`config.mk`:
```
export PLATFORM = sky130hd
export DESIGN_NAME = oversampling_average_filter
export DESIGN_NICKNAME = d
export VERILOG_FILES = /design/src/logic/acc_memory.v /design/src/logic/oversampling_average_filter.v
export VERILOG_INCLUDE_DIRS = /design/src /design/src/logic
export SDC_FILE = /design/constraint.sdc
export NUM_CORES = 1
export LEC_CHECK = 0
export BUFFER_PORTS_ARGS = -buffer_cell sky130_fd_sc_hd__buf_2
export CAP_MARGIN = 5
export CELL_PAD_IN_SITES_DETAIL_PLACEMENT = 1
export CELL_PAD_IN_SITES_GLOBAL_PLACEMENT = 2
export CORE_MARGIN = 2
export CORE_UTILIZATION = 44
export DETAILED_ROUTE_END_ITERATION = 16
export GPL_TIMING_DRIVEN = 0
export PLACE_DENSITY_LB_ADDON = 0.1
export SLEW_MARGIN = 20
export SYNTH_ARGS = -nofsm -noshare
export SYNTH_HDL_FRONTEND = slang
export SYNTH_SLANG_ARGS = --single-unit
```
`constraint.sdc`:
```
create_clock -name mclk -period 6.2 [get_ports mclk]
set_input_delay 1.24 -clock mclk [delete_from_list [all_inputs] [get_ports mclk]]
set_output_delay 1.24 -clock mclk [all_outputs]
set_load 0.01 [all_outputs]
```
`src/logic/os_filter_defs.vh`:
```
`ifndef OS_FILTER_DEFS_VH
`define OS_FILTER_DEFS_VH

// converter and accumulator widths
`define SAMPLE_WIDTH      14
`define CHANNEL_COUNT     8
`define CHANNEL_BITS      3
`define MAX_SHIFT         6
`define ACC_WIDTH         20

// oversample ratio select codes
`define OSR_NONE          3'h0
`define OSR_INVALID       3'h7

// least time between two conversions at full rate, 200 kSPS
`define SAMPLE_PERIOD_NS  5000
`define CLOCK_PERIOD_NS   8
`define SAMPLE_PERIOD_CYC \
  ((`SAMPLE_PERIOD_NS + `CLOCK_PERIOD_NS - 1) / `CLOCK_PERIOD_NS)

`endif

```
`src/logic/acc_memory.v`:
```
`timescale 1ns/1ns
`include "os_filter_defs.vh"

module acc_memory #(
  parameter WIDTH = `ACC_WIDTH,
  parameter DEPTH = `CHANNEL_COUNT,
  parameter ABITS = `CHANNEL_BITS
) (
  input  wire             mclk,
  input  wire             clk_en,
  input  wire             wr_en,
  input  wire [ABITS-1:0] wr_addr,
  input  wire [WIDTH-1:0] wr_data,
  input  wire [ABITS-1:0] rd_addr,
  output reg  [WIDTH-1:0] rd_data
);

  reg [WIDTH-1:0] mem [0:DEPTH-1];

  // one write port, registered read port
  always @(posedge mclk) begin
    if (clk_en) begin
      if (wr_en) begin
        mem[wr_addr] <= wr_data;
      end
      rd_data <= mem[rd_addr];
    end
  end

endmodule

```
`src/logic/oversampling_average_filter.v`:
```
// Summary of operation
// - ratio codes 000 to 110 select ratios 1, 2, 4, 8, 16, 32 and 64.
// - throughput falls with the ratio, one full-rate period per sample set.
// - a run's first sample is taken on the rising edge of the start pins.
// - the other samples of a run are taken by an internal sampling strobe.
// - a run is averaged into exactly one 14-bit result per channel.
// - select high enables the band-gap and drives its level on the pin.
// - select low releases the reference pin as a high-impedance input.
// - the reference amplifier stays enabled in both reference modes.
// - every result is 14-bit two's complement.
`timescale 1ns/1ns
`include "os_filter_defs.vh"

module oversampling_average_filter #(
  parameter SAMPLE_CYC = `SAMPLE_PERIOD_CYC
) (
  input  wire                      mclk,
  input  wire                      rst_n,
  input  wire                      clk_en,
  input  wire                      conversion_start_a,
  input  wire                      conversion_start_b,
  input  wire [2:0]                oversample_ratio_select,
  input  wire                      reference_source_select,
  input  wire                      sample_valid,
  input  wire [`CHANNEL_BITS-1:0]  sample_channel,
  input  wire [`SAMPLE_WIDTH-1:0]  sample_data,
  output reg                       sample_strobe,
  output reg                       busy,
  output reg                       result_valid,
  output reg  [`CHANNEL_BITS-1:0]  result_channel,
  output reg  [`SAMPLE_WIDTH-1:0]  result_data,
  output reg                       bandgap_enable,
  output reg                       reference_io_pin_o,
  output reg                       reference_io_pin_oe,
  output wire                      reference_amp_enable
);

  localparam [3:0] S_IDLE = 4'h1;
  localparam [3:0] S_CONV = 4'h2;
  localparam [3:0] S_GAP  = 4'h4;
  localparam [3:0] S_OUT  = 4'h8;
  localparam [31:0] TIMER_LOAD_W = SAMPLE_CYC - 1;
  localparam [15:0] TIMER_LOAD   = TIMER_LOAD_W[15:0];
  localparam [31:0] LAST_CH_W    = `CHANNEL_COUNT - 1;
  localparam [`CHANNEL_BITS-1:0] LAST_CH = LAST_CH_W[`CHANNEL_BITS-1:0];

  //////////////////////////////////////////////////////////////////////////
  // pin synchronisers

  reg [1:0] sta_sync_q;
  reg [1:0] stb_sync_q;
  reg [5:0] osr_sync_q;
  reg [1:0] ref_sync_q;
  reg       start_last_q;
  wire      start_lvl;
  wire      start_rise;

  // two flops on every pin before use
  always @(posedge mclk) begin
    if (!rst_n) begin
      sta_sync_q <= 2'h0;
      stb_sync_q <= 2'h0;
      osr_sync_q <= 6'h00;
      ref_sync_q <= 2'h0;
      start_last_q <= 1'b0;
    end else if (clk_en) begin
      sta_sync_q <= {sta_sync_q[0], conversion_start_a};
      stb_sync_q <= {stb_sync_q[0], conversion_start_b};
      osr_sync_q <= {osr_sync_q[2:0], oversample_ratio_select};
      ref_sync_q <= {ref_sync_q[0], reference_source_select};
      start_last_q <= start_lvl;
    end
  end

  // both start pins are one signal while oversampling
  assign start_lvl  = sta_sync_q[1] | stb_sync_q[1];
  assign start_rise = start_lvl & ~start_last_q;

  //////////////////////////////////////////////////////////////////////////
  // reference control

  // amplifier never powered down
  assign reference_amp_enable = 1'b1;

  // pin direction and level follow the synced select
  always @(posedge mclk) begin
    if (!rst_n) begin
      bandgap_enable      <= 1'b0;
      reference_io_pin_o  <= 1'b0;
      reference_io_pin_oe <= 1'b0;
    end else if (clk_en) begin
      bandgap_enable      <= ref_sync_q[1];
      reference_io_pin_o  <= ref_sync_q[1];
      reference_io_pin_oe <= ref_sync_q[1];
    end
  end

  //////////////////////////////////////////////////////////////////////////
  // ratio decode

  reg [2:0] shift_d;

  // log2 of the ratio; 111 falls back to no averaging
  always @* begin
    case (osr_sync_q[5:3])
      `OSR_INVALID: shift_d = 3'h0;
      default:      shift_d = osr_sync_q[5:3];
    endcase
  end

  //////////////////////////////////////////////////////////////////////////
  // sequencer

  reg [3:0]                state_q;
  reg [2:0]                shift_q;
  reg [5:0]                step_q;
  reg [5:0]                last_step_q;
  reg [`CHANNEL_BITS-1:0]  got_q;
  reg [15:0]               timer_q;
  reg [`CHANNEL_BITS-1:0]  out_ch_q;
  reg                      out_rd_q;
  reg [`CHANNEL_BITS-1:0]  out_rd_ch_q;
  reg                      wr_en_q;
  reg [`CHANNEL_BITS-1:0]  wr_ch_q;
  reg [`SAMPLE_WIDTH-1:0]  wr_smp_q;
  reg                      wr_first_q;
  wire [`ACC_WIDTH-1:0]    rd_data;
  wire [`ACC_WIDTH-1:0]    acc_sum;
  wire [`ACC_WIDTH-1:0]    acc_avg;
  wire [`CHANNEL_BITS-1:0] rd_addr;
  wire                     last_sample;

  assign last_sample = wr_en_q & (got_q == LAST_CH);
  assign rd_addr = (state_q == S_OUT) ? out_ch_q : sample_channel;

  // full-precision sum, sign extended sample
  assign acc_sum = (wr_first_q ? {`ACC_WIDTH{1'b0}} : rd_data) +
    {{(`ACC_WIDTH-`SAMPLE_WIDTH){wr_smp_q[`SAMPLE_WIDTH-1]}}, wr_smp_q};
  // divide by ratio with an arithmetic shift
  assign acc_avg = $signed(rd_data) >>> shift_q;

  // sample capture pipeline for read-modify-write
  always @(posedge mclk) begin
    if (!rst_n) begin
      wr_en_q    <= 1'b0;
      wr_ch_q    <= {`CHANNEL_BITS{1'b0}};
      wr_smp_q   <= {`SAMPLE_WIDTH{1'b0}};
      wr_first_q <= 1'b0;
    end else if (clk_en) begin
      wr_en_q    <= sample_valid & (state_q == S_CONV);
      wr_ch_q    <= sample_channel;
      wr_smp_q   <= sample_data;
      wr_first_q <= (step_q == 6'h00);
    end
  end

  // run control: start edge, internal strobes, readout
  always @(posedge mclk) begin
    if (!rst_n) begin
      state_q       <= S_IDLE;
      shift_q       <= 3'h0;
      step_q        <= 6'h00;
      last_step_q   <= 6'h00;
      got_q         <= {`CHANNEL_BITS{1'b0}};
      timer_q       <= 16'h0000;
      out_ch_q      <= {`CHANNEL_BITS{1'b0}};
      sample_strobe <= 1'b0;
      busy          <= 1'b0;
    end else if (clk_en) begin
      sample_strobe <= 1'b0;
      if (timer_q != 16'h0000) begin
        timer_q <= timer_q - 16'h0001;
      end
      if (wr_en_q) begin
        got_q <= got_q + 1'b1;
      end
      case (state_q)
        S_IDLE: begin
          if (start_rise && timer_q == 16'h0000) begin
            shift_q       <= shift_d;
            last_step_q   <= (6'h01 << shift_d) - 6'h01;
            step_q        <= 6'h00;
            got_q         <= {`CHANNEL_BITS{1'b0}};
            timer_q       <= TIMER_LOAD;
            sample_strobe <= 1'b1;
            busy          <= 1'b1;
            state_q       <= S_CONV;
          end
        end
        S_CONV: begin
          if (last_sample) begin
            if (step_q == last_step_q) begin
              out_ch_q <= {`CHANNEL_BITS{1'b0}};
              state_q  <= S_OUT;
            end else begin
              step_q  <= step_q + 6'h01;
              state_q <= S_GAP;
            end
          end
        end
        S_GAP: begin
          if (timer_q == 16'h0000) begin
            timer_q       <= TIMER_LOAD;
            sample_strobe <= 1'b1;
            got_q         <= {`CHANNEL_BITS{1'b0}};
            state_q       <= S_CONV;
          end
        end
        S_OUT: begin
          out_ch_q <= out_ch_q + 1'b1;
          if (out_ch_q == LAST_CH) begin
            busy    <= 1'b0;
            state_q <= S_IDLE;
          end
        end
        default: begin
          state_q <= S_IDLE;
          busy    <= 1'b0;
        end
      endcase
    end
  end

  //////////////////////////////////////////////////////////////////////////
  // accumulator storage

  acc_memory #(
    .WIDTH (`ACC_WIDTH),
    .DEPTH (`CHANNEL_COUNT),
    .ABITS (`CHANNEL_BITS)
  ) u_acc (
    .mclk    (mclk),
    .clk_en  (clk_en),
    .wr_en   (wr_en_q),
    .wr_addr (wr_ch_q),
    .wr_data (acc_sum),
    .rd_addr (rd_addr),
    .rd_data (rd_data)
  );

  //////////////////////////////////////////////////////////////////////////
  // decimated result output

  // one two's complement word per channel per run
  always @(posedge mclk) begin
    if (!rst_n) begin
      out_rd_q       <= 1'b0;
      out_rd_ch_q    <= {`CHANNEL_BITS{1'b0}};
      result_valid   <= 1'b0;
      result_channel <= {`CHANNEL_BITS{1'b0}};
      result_data    <= {`SAMPLE_WIDTH{1'b0}};
    end else if (clk_en) begin
      out_rd_q     <= (state_q == S_OUT);
      out_rd_ch_q  <= out_ch_q;
      result_valid <= out_rd_q;
      if (out_rd_q) begin
        result_channel <= out_rd_ch_q;
        result_data    <= acc_avg[`SAMPLE_WIDTH-1:0];
      end
    end
  end

endmodule

```
# Word level (Yosys, flattened, before mapping)
# Memories as Yosys holds them, arrays and structs flattened. A register that Yosys moved wholly into a read port is not among the register bits.
# Index checks and enable logic that the tools add are counted.
[totals]
output_inout_bits = 24
rom_bits = 0
mem_bits_rw = 160
reg_bits = 98
latchBits = 0
n_memories = 1
wordCells = 99
input_bits = 27
[mem_list]
columns = ["name", "depth", "word_bits", "read_ports", "rd_clocked_by_memory_dff", "write_ports", "line", "rtl"]
rows = [
  ["u_acc.mem", 8, 20, 1, 1, 1, "acc_memory.v:18", "reg [WIDTH-1:0] mem [0:DEPTH-1];"],
]
[classes]
muxes = 33
div_mod_pow = 0
n_bitwise = 6
multipliers = 0
n_reduce_logical = 13
n_eq_ne = 14
magnitude_cmp = 0
addsub = 6
n_shift = 2
[ops]
columns = ["operator", "n"]
rows = [
  ["16-bit two-way mux", 3],
  ["16-bit one-hot mux with 2 select lines", 1],
  ["3-bit two-way mux", 7],
  ["20-bit adder", 1],
  ["20-bit two-way mux", 1],
  ["4-bit two-way mux", 5],
  ["20-bit by 3-bit >>> shifter with 14-bit output", 1],
  ["6-bit two-way mux", 3],
  ["16-bit logical NOT", 1],
  ["4-bit one-hot mux with 4 select lines", 1],
  ["16-bit nonzero test", 1],
  ["16-bit by 1-bit subtractor with 16-bit output, second input constant", 1],
  ["3-bit one-hot mux with 2 select lines", 2],
  ["6-bit one-hot mux with 2 select lines", 1],
  ["2-bit inequality test, second input constant", 5],
  ["5-bit AND reduction", 2],
  ["3-bit == test, second input constant", 3],
  ["4-bit AND reduction", 2],
  ["1-bit two-way mux", 7],
  ["3-bit by 1-bit adder with 3-bit output, second input constant", 2],
  ["6-bit by 1-bit adder with 6-bit output, second input constant", 1],
  ["6-bit == test", 1],
  ["6-bit logical NOT", 1],
  ["1-bit by 3-bit << shifter with 6-bit output, first input constant", 1],
  ["other kinds (16)", 20],
]

# Longest topological paths before layout
[logic_depth]
depth_word = 5
depth_mapped = 10
mapped_depth_nobuf = 9

# Hierarchy
# A second synthesis with hierarchy kept.
[unflattened]
hier_cells = 929
hier_area_um2 = 12714.7
[by_module_without_submodules]
columns = ["module", "area_per_inst_um2", "seq_area_each_um2", "n_inst", "cells_per_inst"]
rows = [
  ["acc_memory", 6815.3, 5405.2, 1, 264],
  ["oversampling_average_filter", 5899.4, 1941.9, 1, 665],
]

# Least setup slack after synthesis
# OpenSTA, ideal clock, no wires.
[synth_path]
path_kind = "input port to flip-flop"
startpoint = "in clk_en"
endpoint = "mem u_acc.mem[3][0] in the netlist's numbering, enable pin"
n_path_buf = 2
arrival_ps = 3413
required_ps = 5778
stages = 4
setup_ps = 422
setup_slack_ps = 2365
path_cell_list = "clkbuf_1 buf_1 nand2_1 nor3_1"
[synth_between]
elab_chain_cells = 2
[synth_rtl]
columns = ["item", "line", "rtl"]
rows = [
  ["from (decl)", "oversampling_average_filter.v:19", "input wire clk_en,"],
  ["1-bit two-way mux", "acc_memory.v:22", "if (clk_en) begin"],
  ["1-bit two-way mux (not written as such)", "acc_memory.v:24", "mem[wr_addr] <= wr_data;"],
  ["to (decl)", "acc_memory.v:18", ""],
]
# No other way between the ends.

# Final worst setup path
[layout_path]
startpoint = "in clk_en"
endpoint = "mem u_acc.mem[3][14] in the netlist's numbering, enable pin"
# Same word-level chain as after synthesis.

==> impl_metrics.csv <==
group,metric,value,unit
run_status,status,"finished, final reports clean",
global_route,antenna_found_initial,0,
routing,drc,0,
cells_and_area,drive_above_1_share,0.110,
routing,wl_per_cell,19.6,um
clocking,clk_pin_slew,0.06,ns
placed_design,gp_congestion,0.813,
yosys,ys_seq_area_frac,0.583,
cells_and_area,layout_commonest_cell,"nand2_1",
clocking,ctsRootBufferMaster,"clkbuf_16",
power_and_ir_drop,seq_power_share,0.469,
yosys,syn_area_per_cell,10.6,um2
global_route,grt_max_degree,25,
power_and_ir_drop,pwr-share-comb,0.154,
yosys,yosysWarningCount,0,
power_and_ir_drop,power_density,319,mW/mm2
sta,fin_crit,3.97,ns
clocking,cts_sinks,277,
yosys,syn_nets,1242,
clocking,htreeDepth,1,
routing,routed_wl,32.9,mm
yosys,ys.flop_type,"edfxtp_1",
clocking,cts_resized,0,
sta,hold_viol,0,
global_route,grt_overflow_total,0,
cells_and_area,n_fill_cell,3073,
floorplan,start_util,0.450,
cells_and_area,layout_common_cells,"nand2_1 (221), edfxtp_1 (180), nand3_1 (122)",
cells_and_area,multi_input_area,0.00497,mm2
floorplan,num_rows,61,
critical_path,cp-start-kind,"primary input",
yosys,synthCells,1187,
yosys,synth_top_area_frac,0.429,
power_and_ir_drop,clock_power_share,0.377,
cells_and_area,ff_latch_area,0.00735,mm2
critical_path,crit_start,"clk_en",
cells_and_area,area_growth,14.2,%
critical_path,cp-endpoint,"u_acc.mem[3][14]",
placed_design,pre_cts_ws,1.65,ns
sta,worst_slack,2.23,ns
hold_path,hp-class,"flip-flop to flip-flop",
clocking,post-cts-setup-buffers,0,
sta,setup_viol,0,
clocking,ctsHoldBuffers,0,
sta,slew_violations,0,
critical_path,crit_required,6.49,ns
floorplan,die_h,173,um
global_route,grtUsageTotal,0.221,
sta,slew_headroom,0.375,
critical_path,r2r_end,"u_acc.mem[2][19]",
yosys,synth_largest_area_cell,"edfxtp_1",
routing,vias_per_cell,5.40,
yosys,synth_cell_types,66,
routing,drt_iter0_drc,447,
sta,final.setup.tns,0,ns
critical_path,crit_type,"primary input to flip-flop",
routing,vias,9031,
sta,skew,0.0174,ns
power_and_ir_drop,leakagePower,5.40,nW
flow_run,drv_cap,0,
floorplan,core-area,0.0280,mm2
critical_path,cp.arrival,4.26,ns
routing,ant_nets,0,
sta,finalCritPeriodShare,0.640,
power_and_ir_drop,switching_power,1.26,mW
power_and_ir_drop,p_sw_frac,0.274,
yosys,synth_area,0.0126,mm2
critical_path,r2r_start,"wr_first_q",
global_route,grt_pass1_wl,52.5,mm
sta,rsz0062_at_grt,"false",
clocking,cts_tree,"done",
yosys,async_flop_share,0,
power_and_ir_drop,p_int,3.34,mW
yosys,synth_area_leaders,"edfxtp_1 (43%), dfxtp_1 (15%), nand2_1 (6.6%)",
clocking,cts_buffers,31,
critical_path,r2r.worst_path.cells,9,
routing,drt_first_pass_iters,5,
cells_and_area,diodes,0,
floorplan,die_area,0.0300,mm2
clocking,clkLatencyLatePin,0.58,ns
placed_design,port_buffers,49,
power_and_ir_drop,ir_drop,209,uV
floorplan,ios,51,
cells_and_area,nets,1331,
critical_path,critPathCaptureType,"flip-flop",
yosys,ys_ff_latch,277,
placed_design,dpl.hpwl,24.0,mm
clocking,clk_path_buf_depth,3,
critical_path,r2r_setup_slack,2.44,ns
sta,tightest_slew,0.937,ns
critical_path,critPathMaxFanout,24,
sta,timing.fmax,252,MHz
floorplan,die_w,173,um
global_route,grt_pass1_vias,9400,
yosys,synth_edf_count,180,
[critical path: stages]
cell and delay (ns):
buf_2 0.45, clkbuf_1 0.49, buf_1 0.56, nand2_1 0.43, nor3_2 0.67, buf_6 0.24
buf_4 0.17
[cell type report]
class / instances / area share
well taps: 378 / 0.0329
clock buffers: 40 / 0.0593
repair buffers: 56 / 0.0223
inverters: 16 / 0.00417
clock inverters: 12 / 0.00687
plain buffers: 65 / 0.0189
flip-flops and latches: 277 / 0.510
multi-input cells: 829 / 0.345
[cells in the mapped netlist, types with 22 or more instances]
cell        n
o21ai_0    34
nor3_1     22
nand3_1   122
mux2i_1    78
nand2_1   221
dfxtp_1    97
clkbuf_1   44
nor2_1     93
nor2b_1    26
ha_1       27
a21oi_1    40
edfxtp_1  180
[layer usage]
metal,wire length [um],vias up,track usage
met4,825,0,0.0600
met2,15800,142,0.378
met3,1020,49,0.0268
li1,-,4406,-
met1,15200,4434,0.296
met5,0,-,0
[state kept, by name (all words and copies together), names as in the netlist, 3 cells and up]
name and flops:
got_q 3, result_channel 3, timer_q 16, osr_sync_q 6, wr_ch_q 3, state_q 4
u_acc.rd_data 20, wr_smp_q 14, out_rd_ch_q 3, last_step_q 6, step_q 6, u_acc.mem 160
result_data 14, out_ch_q 3
[power by group through the flow]
stage | registers (mW) | logic (mW) | clock network, mW
floorplan | 2.17 | 0.505 | 0
global placement | 2.19 | 0.680 | 0
detailed placement | 2.20 | 0.711 | 0
CTS | 2.16 | 0.715 | 1.77
global route | 2.17 | 0.797 | 1.83
finish | 2.16 | 0.707 | 1.73
[cells by family after synthesis]
kind of cell | count (synthesis) | synth area share
compound gates | 135 | 0.0684
simple gates | 545 | 0.199
mux | 86 | 0.0709
other cells | 1 | 0.000298
buf+inv | 81 | 0.0264
xor+xnor | 34 | 0.0236
flops | 277 | 0.583
fa+ha+maj | 28 | 0.0284
[worst min path at each step]
stage / from / to / depth (start not counted)
global placement: result_channel[1] / result_channel[1] / 2
floorplan: out_rd_ch_q[0] / result_channel[0] / 2
detailed placement: result_channel[1] / result_channel[1] / 2
global route: result_channel[2] / result_channel[2] / 2
CTS: result_channel[1] / result_channel[1] / 2
finish: result_channel[1] / result_channel[1] / 2
[stage by stage]
step	hold WS (ns)	instance area, um2	utilization	power [mW]	std cells
4_1_cts	0.456	14400	0.514	4.64	1673
3_5_place_dp	0.447	13400	0.480	2.91	1621
5_1_grt	0.480	14400	0.514	4.80	1673
6_report	0.453	14400	0.514	4.60	1673
2_1_floorplan	0.431	12600	-	2.67	1187
3_3_place_gp	0.440	13300	0.476	2.87	1614
No activity file was read; power rests on OpenSTA's default activity.
